--- src/rtl/sprs_pkg.sv ---
package sprs_pkg;

  // ----------------------------------------------------------------------
  // Timing constants
  // ----------------------------------------------------------------------
  localparam int unsigned OSC_HZ           = 32768;   // Internal oscillator rate
  localparam int unsigned SYS_CLK_HZ       = 40000000;
  localparam int unsigned DEBOUNCE_MS      = 250;     // Pushbutton debounce time
  localparam int unsigned RST_HOLD_MS      = 250;     // Reset hold time
  localparam int unsigned REC_HOLD_MS      = 250;     // Recovery hold time
  localparam int unsigned CONV_PERIOD_S    = 64;      // Default conversion period
  localparam int unsigned DEBOUNCE_TICKS   = (OSC_HZ * DEBOUNCE_MS) / 1000;
  localparam int unsigned RST_HOLD_TICKS   = (OSC_HZ * RST_HOLD_MS) / 1000;
  localparam int unsigned REC_HOLD_TICKS   = (OSC_HZ * REC_HOLD_MS) / 1000;
  localparam int unsigned CONV_PERIOD_SECS = CONV_PERIOD_S;

  // ----------------------------------------------------------------------
  // Conversion-rate field encoding (hi, lo)
  // ----------------------------------------------------------------------
  localparam logic [1:0] CRATE_64S  = 2'h0;
  localparam logic [1:0] CRATE_128S = 2'h1;
  localparam logic [1:0] CRATE_256S = 2'h2;
  localparam logic [1:0] CRATE_512S = 2'h3;

  // ----------------------------------------------------------------------
  // Widths and reset values
  // ----------------------------------------------------------------------
  localparam int unsigned TEMP_W   = 10;
  localparam int unsigned CAP_W    = 8;
  localparam logic [7:0]  CAP_RST  = 8'h80;

endpackage : sprs_pkg

--- src/rtl/sprs_comp_if.sv ---
`timescale 1ns/10ps
// Path between supervisor and compensation controller
interface sprs_comp_if;
  logic                            conv_req;   // Start a conversion
  logic                            temp_vld;   // Temperature result valid
  logic [sprs_pkg::TEMP_W-1:0]     temp;       // Measured temperature
  logic [7:0]                      aging;      // Signed aging offset
  logic [sprs_pkg::CAP_W-1:0]      cap;        // Capacitance selection
  logic                            cap_upd;    // Capacitance written

  modport sup (output conv_req, output aging, input temp_vld, input temp,
               input cap, input cap_upd);
  modport cmp (input conv_req, input aging, input temp_vld, input temp,
               output cap, output cap_upd);
endinterface : sprs_comp_if

--- src/rtl/sprs_comp.sv ---
`timescale 1ns/10ps
// Temperature to capacitance compensation controller
module sprs_comp (
  input  wire logic   sys_clk_i,
  input  wire logic   rst_i,
  input  wire logic   ce_i,
  sprs_comp_if.cmp    cif
);

  // ----------------------------------------------------------------------
  // Lookup table and state
  // ----------------------------------------------------------------------
  logic [sprs_pkg::CAP_W-1:0]  lut [0:63];
  logic [sprs_pkg::TEMP_W-1:0] last_temp;
  logic                        have_temp;
  logic [sprs_pkg::CAP_W-1:0]  cap;
  logic                        cap_upd;
  logic [sprs_pkg::CAP_W-1:0]  next_cap;

  // Table falls with temperature, constant contents
  genvar g;
  generate
    for (g = 0; g < 64; g++) begin : g_lut
      assign lut[g] = 8'(8'hC0 - (g * 2));
    end
  endgenerate

  // Table lookup plus signed aging offset
  always_comb begin
    next_cap = 8'(lut[cif.temp[sprs_pkg::TEMP_W-1 -: 6]] + cif.aging);
  end

  // Load only on a changed temperature
  always_ff @(posedge sys_clk_i or posedge rst_i) begin
    if (rst_i) begin
      cap       <= sprs_pkg::CAP_RST;
      last_temp <= '0;
      have_temp <= 1'b0;
      cap_upd   <= 1'b0;
    end else if (ce_i) begin
      cap_upd <= 1'b0;
      if (cif.temp_vld && (!have_temp || cif.temp != last_temp)) begin
        cap       <= next_cap;
        last_temp <= cif.temp;
        have_temp <= 1'b1;
        cap_upd   <= 1'b1;
      end
    end
  end

  assign cif.cap     = cap;
  assign cif.cap_upd = cap_upd;
endmodule : sprs_comp

--- src/rtl/sprs_top.sv ---
`timescale 1ns/10ps
// Behaviour
// Reset line is pulled low whenever main supply is below the power-fail threshold.
// After supply recovers, reset stays low for the hold time, then is released.
// If the oscillator is stopped or not running at recovery, reset releases at once.
// Outside a reset cycle, the reset line is watched for a pushbutton falling edge.
// On that edge the device drives reset low for the debounce interval.
// After debounce, a still-low line is watched for the rising edge of release.
// After release, reset is driven low for the reset hold time, then released.
// Reset assertion never disturbs timekeeping or other internal operation.
// A conversion runs at first supply, then every 64 s or the rate field's period.
// Capacitance is table(temperature) plus signed aging offset.
// Capacitance reloads only when temperature differs from the previous one.
// Battery powers the device only when supply is below threshold and battery.
// On first battery attach, oscillator and conversions wait for supply or bus address.
// After first supply ramp the oscillator runs, also on battery later.
// On battery, the stop bit halts the oscillator into data retention.
// Debounce and hold times are parameterised counts of 32 kHz ticks.
module sprs_top #(
  parameter int unsigned DEBOUNCE_TICKS = sprs_pkg::DEBOUNCE_TICKS,
  parameter int unsigned RST_TICKS      = sprs_pkg::RST_HOLD_TICKS,
  parameter int unsigned REC_TICKS      = sprs_pkg::REC_HOLD_TICKS,
  parameter int unsigned TICKS_PER_SEC  = sprs_pkg::OSC_HZ
) (
  input  wire logic                         sys_clk_i,
  input  wire logic                         rst_i,
  input  wire logic                         ce_i,
  input  wire logic                         osc_tick_i,      // 32 kHz tick, same domain
  input  wire logic                         vcc_above_pf_i,  // Comparator, async
  input  wire logic                         vcc_above_bat_i, // Comparator, async
  input  wire logic                         rst_pin_i,       // Reset line level
  input  wire logic                         addr_match_i,    // Valid bus address seen
  input  wire logic                         oscillator_stop_bit_i,
  input  wire logic                         conversion_rate_hi_i,
  input  wire logic                         conversion_rate_lo_i,
  input  wire logic [7:0]                   aging_offset_i,
  input  wire logic [sprs_pkg::TEMP_W-1:0]  temp_i,
  input  wire logic                         temp_vld_i,
  output logic                              rst_pin_o,       // Always 0 when driven
  output logic                              rst_pin_oe_n_o,  // Low while driving
  output logic                              on_battery_o,
  output logic                              osc_run_o,
  output logic                              conv_req_o,
  output logic [sprs_pkg::CAP_W-1:0]        cap_o,
  output logic                              cap_upd_o
);

  // ----------------------------------------------------------------------
  // Input synchronisers
  // ----------------------------------------------------------------------
  logic [2:0] pf_s, bat_s, pin_s;
  logic       pf_ok, bat_lo, pin_hi;

  always_ff @(posedge sys_clk_i or posedge rst_i) begin
    if (rst_i) begin
      pf_s  <= 3'h0;
      bat_s <= 3'h7;
      pin_s <= 3'h7;
    end else if (ce_i) begin
      pf_s  <= {pf_s[1:0], vcc_above_pf_i};
      bat_s <= {bat_s[1:0], vcc_above_bat_i};
      pin_s <= {pin_s[1:0], rst_pin_i};
    end
  end

  // Filtered levels change only when stages two and three agree
  always_ff @(posedge sys_clk_i or posedge rst_i) begin
    if (rst_i) begin
      pf_ok  <= 1'b0;
      bat_lo <= 1'b0;
      pin_hi <= 1'b1;
    end else if (ce_i) begin
      if (pf_s[1] == pf_s[2]) pf_ok <= pf_s[2];
      if (bat_s[1] == bat_s[2]) bat_lo <= !bat_s[2];
      if (pin_s[1] == pin_s[2]) pin_hi <= pin_s[2];
    end
  end

  // ----------------------------------------------------------------------
  // Supply selection and oscillator enable
  // ----------------------------------------------------------------------
  logic armed;     // Oscillator allowed after first supply or address
  logic osc_run;

  always_ff @(posedge sys_clk_i or posedge rst_i) begin
    if (rst_i) begin
      on_battery_o <= 1'b0;
    end else if (ce_i) begin
      on_battery_o <= !pf_ok && bat_lo;
    end
  end

  always_ff @(posedge sys_clk_i or posedge rst_i) begin
    if (rst_i) begin
      armed <= 1'b0;
    end else if (ce_i && (pf_ok || addr_match_i)) begin
      armed <= 1'b1;
    end
  end

  assign osc_run = armed && !(on_battery_o && oscillator_stop_bit_i);

  always_ff @(posedge sys_clk_i or posedge rst_i) begin
    if (rst_i) begin
      osc_run_o <= 1'b0;
    end else if (ce_i) begin
      osc_run_o <= osc_run;
    end
  end

  // ----------------------------------------------------------------------
  // Reset line sequencer
  // ----------------------------------------------------------------------
  typedef enum logic [5:0] {
    ST_IDLE  = 6'b000001,
    ST_PFAIL = 6'b000010,
    ST_HOLD  = 6'b000100,
    ST_DEB   = 6'b001000,
    ST_WREL  = 6'b010000,
    ST_PBRST = 6'b100000
  } sprs_state_t;

  sprs_state_t state, next_state;
  logic [31:0] cnt;
  logic        pin_hi_d;
  logic        fall_edge, rise_edge, cnt_done;

  assign fall_edge = pin_hi_d && !pin_hi;
  assign rise_edge = !pin_hi_d && pin_hi;
  assign cnt_done  = (cnt == 32'h0) && osc_tick_i;

  always_ff @(posedge sys_clk_i or posedge rst_i) begin
    if (rst_i) pin_hi_d <= 1'b1;
    else if (ce_i) pin_hi_d <= pin_hi;
  end

  // State transitions; power fail overrides any pushbutton cycle
  always_comb begin
    next_state = state;
    unique case (state)
      ST_PFAIL: begin
        if (pf_ok) next_state = osc_run_o ? ST_HOLD : ST_IDLE;
      end
      ST_IDLE: begin
        if (fall_edge) next_state = ST_DEB;
      end
      ST_DEB: begin
        if (cnt_done) next_state = pin_hi ? ST_IDLE : ST_WREL;
      end
      ST_WREL: begin
        if (rise_edge) next_state = ST_PBRST;
      end
      ST_HOLD, ST_PBRST: begin
        if (cnt_done) next_state = ST_IDLE;
      end
    endcase
    if (!pf_ok) next_state = ST_PFAIL;
  end

  always_ff @(posedge sys_clk_i or posedge rst_i) begin
    if (rst_i) state <= ST_PFAIL;
    else if (ce_i) state <= next_state;
  end

  // Interval counter in oscillator ticks, loaded on entry
  always_ff @(posedge sys_clk_i or posedge rst_i) begin
    if (rst_i) begin
      cnt <= 32'h0;
    end else if (ce_i) begin
      if (next_state != state) begin
        unique case (next_state)
          ST_DEB:   cnt <= DEBOUNCE_TICKS - 1;
          ST_HOLD:  cnt <= REC_TICKS - 1;
          ST_PBRST: cnt <= RST_TICKS - 1;
          default:  cnt <= 32'h0;
        endcase
      end else if (osc_tick_i && cnt != 32'h0) begin
        cnt <= cnt - 32'h1;
      end
    end
  end

  // Open-drain drive; only the pin, nothing internal, follows reset
  always_ff @(posedge sys_clk_i or posedge rst_i) begin
    if (rst_i) begin
      rst_pin_oe_n_o <= 1'b0;
    end else if (ce_i) begin
      rst_pin_oe_n_o <= !(next_state inside {ST_PFAIL, ST_HOLD, ST_DEB, ST_PBRST});
    end
  end

  always_ff @(posedge sys_clk_i or posedge rst_i) begin
    if (rst_i) rst_pin_o <= 1'b0;
    else if (ce_i) rst_pin_o <= 1'b0;
  end

  // ----------------------------------------------------------------------
  // Conversion scheduler
  // ----------------------------------------------------------------------
  logic [15:0] sub_cnt;
  logic [9:0]  sec_cnt;
  logic        first_done;
  logic [9:0]  period;

  always_comb begin
    unique case ({conversion_rate_hi_i, conversion_rate_lo_i})
      sprs_pkg::CRATE_64S:  period = 10'(sprs_pkg::CONV_PERIOD_SECS);
      sprs_pkg::CRATE_128S: period = 10'(sprs_pkg::CONV_PERIOD_SECS * 2);
      sprs_pkg::CRATE_256S: period = 10'(sprs_pkg::CONV_PERIOD_SECS * 4);
      default:              period = 10'(sprs_pkg::CONV_PERIOD_SECS * 8);
    endcase
  end

  always_ff @(posedge sys_clk_i or posedge rst_i) begin
    if (rst_i) begin
      sub_cnt    <= 16'h0;
      sec_cnt    <= 10'h0;
      first_done <= 1'b0;
      conv_req_o <= 1'b0;
    end else if (ce_i) begin
      conv_req_o <= 1'b0;
      if (osc_run) begin
        if (!first_done && pf_ok) begin
          conv_req_o <= 1'b1;
          first_done <= 1'b1;
        end else if (osc_tick_i) begin
          if (sub_cnt == 16'(TICKS_PER_SEC - 1)) begin
            sub_cnt <= 16'h0;
            if (sec_cnt >= period - 10'h1) begin
              sec_cnt    <= 10'h0;
              conv_req_o <= 1'b1;
            end else begin
              sec_cnt <= sec_cnt + 10'h1;
            end
          end else begin
            sub_cnt <= sub_cnt + 16'h1;
          end
        end
      end
    end
  end

  // ----------------------------------------------------------------------
  // Compensation controller
  // ----------------------------------------------------------------------
  sprs_comp_if cif ();
  assign cif.conv_req = conv_req_o;
  assign cif.aging    = aging_offset_i;
  assign cif.temp     = temp_i;
  assign cif.temp_vld = temp_vld_i && armed;

  sprs_comp u_comp (
    .sys_clk_i (sys_clk_i),
    .rst_i     (rst_i),
    .ce_i      (ce_i),
    .cif       (cif)
  );

  always_ff @(posedge sys_clk_i or posedge rst_i) begin
    if (rst_i) begin
      cap_o     <= sprs_pkg::CAP_RST;
      cap_upd_o <= 1'b0;
    end else if (ce_i) begin
      cap_o     <= cif.cap;
      cap_upd_o <= cif.cap_upd;
    end
  end
endmodule : sprs_top

--- config.mk ---
export PLATFORM = sky130hd
export DESIGN_NAME = sprs_top
export DESIGN_NICKNAME = d
export VERILOG_FILES = /design/src/rtl/sprs_pkg.sv /design/src/rtl/sprs_comp_if.sv /design/src/rtl/sprs_comp.sv /design/src/rtl/sprs_top.sv
export SDC_FILE = /design/constraint.sdc
export NUM_CORES = 1
export LEC_CHECK = 0
export BUFFER_PORTS_ARGS = -buffer_cell sky130_fd_sc_hd__buf_2
export CORE_MARGIN = 2
export CORE_UTILIZATION = 40
export DETAILED_ROUTE_END_ITERATION = 16
export GPL_ROUTABILITY_DRIVEN = 0
export SLEW_MARGIN = 20
export SYNTH_ARGS = -nofsm -noshare
export SYNTH_HDL_FRONTEND = slang
export SYNTH_SLANG_ARGS = --single-unit
--- constraint.sdc ---
create_clock -name sys_clk_i -period 4.2 [get_ports sys_clk_i]
set_clock_uncertainty 0.05 [all_clocks]
set_input_delay 0.84 -clock sys_clk_i [delete_from_list [all_inputs] [get_ports sys_clk_i]]
set_output_delay 0.84 -clock sys_clk_i [all_outputs]
set_load 0.02 [all_outputs]
==> impl_metrics.yaml <==
status:
  run_status: "complete, no violations"
critical_path:
  cp.buffers_inverters: 1
  required_ps: 4370
  crit_chain: "or4_1, or3_1, a221o_1, a211o_1, nor2_1, buf_4, mux2i_1, a2bb2oi_1"
  cp-start-kind: "flip-flop"
  worstSetupPathType: "flip-flop to flip-flop"
  cp.arrival_ps: 3610
  cp_slowest_cell: "or4_1"
  end_kind: "flip-flop"
  max_stage_delay_ps: 670
  path_delay_family: "simple AND/OR/NAND/NOR gates"
  path_max_fanout: 17
final_layout:
  multiInputGateArea_um2: 3230
  nets: 750
  regArea_um2: 2820
  final_cell_mix: "dfrtp_1, o21ai_0, nand2_1"
  drive_gt1_share_pct: 17.2
  final_common_cell: "dfrtp_1"
  area_delta_synth_final_pct: 11.9
  diodes: 0
  fill_cells: 1495
grt:
  grt_usage_pct: 18.1
  first_global_vias: 5040
  grt_overflow_total: 0
  grt_max_degree: 58
  antenna_found_initial: 0
  grt_pass1_wl_mm: 24.6
yosys:
  synth.net_count: 715
  synth-seq-cells: 112
  syn_inst: 669
  avgSynthCellArea_um2: 9.42
  synthArstFlopShare_pct: 100
  yosys_warnings: 0
  synthTopCellsByArea: "dfrtp_1, mux2_2, o21ai_0, dfstp_2, nand2_1"
  syn_area_um2: 6300
  yosys.area.top_type: "dfrtp_1"
  ys_seq_area_share_pct: 44.7
  synth_edf_count: 0
  synthFlopType: "dfrtp_1"
  synth_top_area_share_pct: 40.1
  synth_cell_types: 65
placed_design:
  port_buffers: 42
  post-place-ws_ps: 833
  dp_hpwl_mm: 10.2
detailed_routing:
  vias: 5223
  wirelength_mm: 14.4
  ant_nets: 0
  avgViaCountPerCell: 5.68
  drc: 0
  drt_iter0_markers: 382
  drt_first_pass_iters: 5
  avgRoutedWirePerCell_um: 15.7
floorplanning:
  dieHeight_um: 129
  start_util_pct: 41.1
  die_w_um: 129
  dieArea_um2: 16800
  rows: 45
  ios: 44
  fp.coreArea_um2: 15300
sta:
  rsz0062_at_grt: "no"
  setup_viol: 0
  slew_violations: 0
  period_share_pct: 81.9
  worst_pin_slew_ps: 929
  slew_headroom_pct: 37.5
  fin_crit_ps: 3440
  hold_viol_final: 0
  fmax_ghz: 0.291
  fin_tns_setup_ps: 0
  worst_slack_ps: 759
worst_hold_path:
  holdCritPathClass: "flip-flop to flip-flop"
cts:
  clock_sinks: 112
  postCtsSetupBuffers: 0
  cts_resized: 0
  clk_path_buf_depth: 2
  cts_made_buffers: 9
  cts-root-buf: "clkbuf_16"
  clkTransAtPathRegs_ps: 70
  clkLatencyLatePin_ps: 350
  cts_tree: "built"
  htree_levels: 3
  hold_buffers: 0
job:
  maxCapViolCount: 0
power_and_ir_drop:
  peakVddDrop_uv: 220
  powerDensity_nw_per_um2: 516
  power_leakage_uw: 0.00313
  total_power_uw: 3640
## flip-flops by register name, indices dropped and copies added (netlist names), 3 cells and up
| register | cells |
|---|---|
| u_comp.cif.cap | 8 |
| bat_s | 3 |
| pf_s | 3 |
| sub_cnt | 16 |
| u_comp.last_temp | 10 |
| cap_o | 8 |
| sec_cnt | 10 |
| cnt | 32 |
| state | 6 |
| pin_s | 3 |
## Yosys cell counts, types with 12 or more instances
cell type,n
a21oi_1,22
clkbuf_1,24
dfrtp_1,101
ha_1,15
inv_1,30
mux2_2,30
nand2_1,61
nand2b_1,12
nand3_1,20
nand4_1,17
nor2_1,40
nor3_1,30
nor4_1,21
o21ai_0,62
or3_1,12
xnor2_1,14
xor2_1,18
## through the flow
| stage | cell area (um^2) | hold WS, ps | util (%) | cells |
|---|---|---|---|---|
| after floorplan | 6300 | 384 | - | 669 |
| after global placement | 6750 | 403 | 44.1 | 904 |
| after detailed placement | 6750 | 405 | 44.1 | 904 |
| after CTS | 7050 | 420 | 46.0 | 919 |
| after global routing | 7050 | 441 | 46.0 | 919 |
| final | 7050 | 411 | 46.0 | 919 |
## power by group
part	total, uW	switching (uW)	leakage [uW]	internal [uW]
Combinational	1280	774	0.00157	505
Sequential	1470	188	0.00141	1280
Clock	888	395	0.000148	494
Total	3640	1360	0.00313	2280
## cells by family (layout without fill, tap and decap cells)
kind of cell | Yosys count | after routing | synth area share, %
compound gates | 154 | 154 | 16.0
xor+xnor | 32 | 32 | 4.45
fa+ha+maj | 16 | 16 | 3.30
buf+inv | 62 | 101 | 4.07
flops | 112 | 112 | 44.7
mux | 35 | 35 | 6.16
other cells | 1 | 1 | 0.0595
simple gates | 257 | 257 | 21.2
## final timing paths
path,start,end,slack [ps],cells after the start
setup / recovery,state[5]$_DFFE_PP0P_,cnt[9]$_DFFE_PP0P_,760,8
hold / removal,sub_cnt[4]$_DFFE_PP0P_,sub_cnt[4]$_DFFE_PP0P_,410,1
setup reg to reg,state[5]$_DFFE_PP0P_,cnt[9]$_DFFE_PP0P_,760,8
hold reg to reg,sub_cnt[4]$_DFFE_PP0P_,sub_cnt[4]$_DFFE_PP0P_,410,1
max in group asynchronous,rst_i,state[1]$_DFFE_PP1P_,2750,3
min in group asynchronous,rst_i,cap_o[5]$_DFFE_PP0P_,560,2
## layout make-up
type | count | area share [%]
Multi-Input combinational cell | 495 | 45.8
Sequential cell | 112 | 39.9
Timing Repair Buffer | 55 | 4.54
Tap cell | 211 | 3.74
Clock buffer | 11 | 3.58
Inverter | 31 | 1.69
Clock inverter | 4 | 0.728
## metal layers
metal  GRT usage [%]  part of all wire [%]  wire length, um  up-vias
met5               0                     0                0        -
met4            5.63                   1.5              215        0
met3            4.50                   5.3              758       21
met2            28.5                    47             6710      144
met1            24.7                    47             6740     2550
li1                -                     -                -     2508
## worst register-to-register path, delay by kind of cell, from the launching register on
kind	cells	cell delay (ps)
simple gates	3	1450
flops	1	510
mux	1	210
buf+inv	1	320
compound gates	3	780
(Power assumes the default switching activity.)
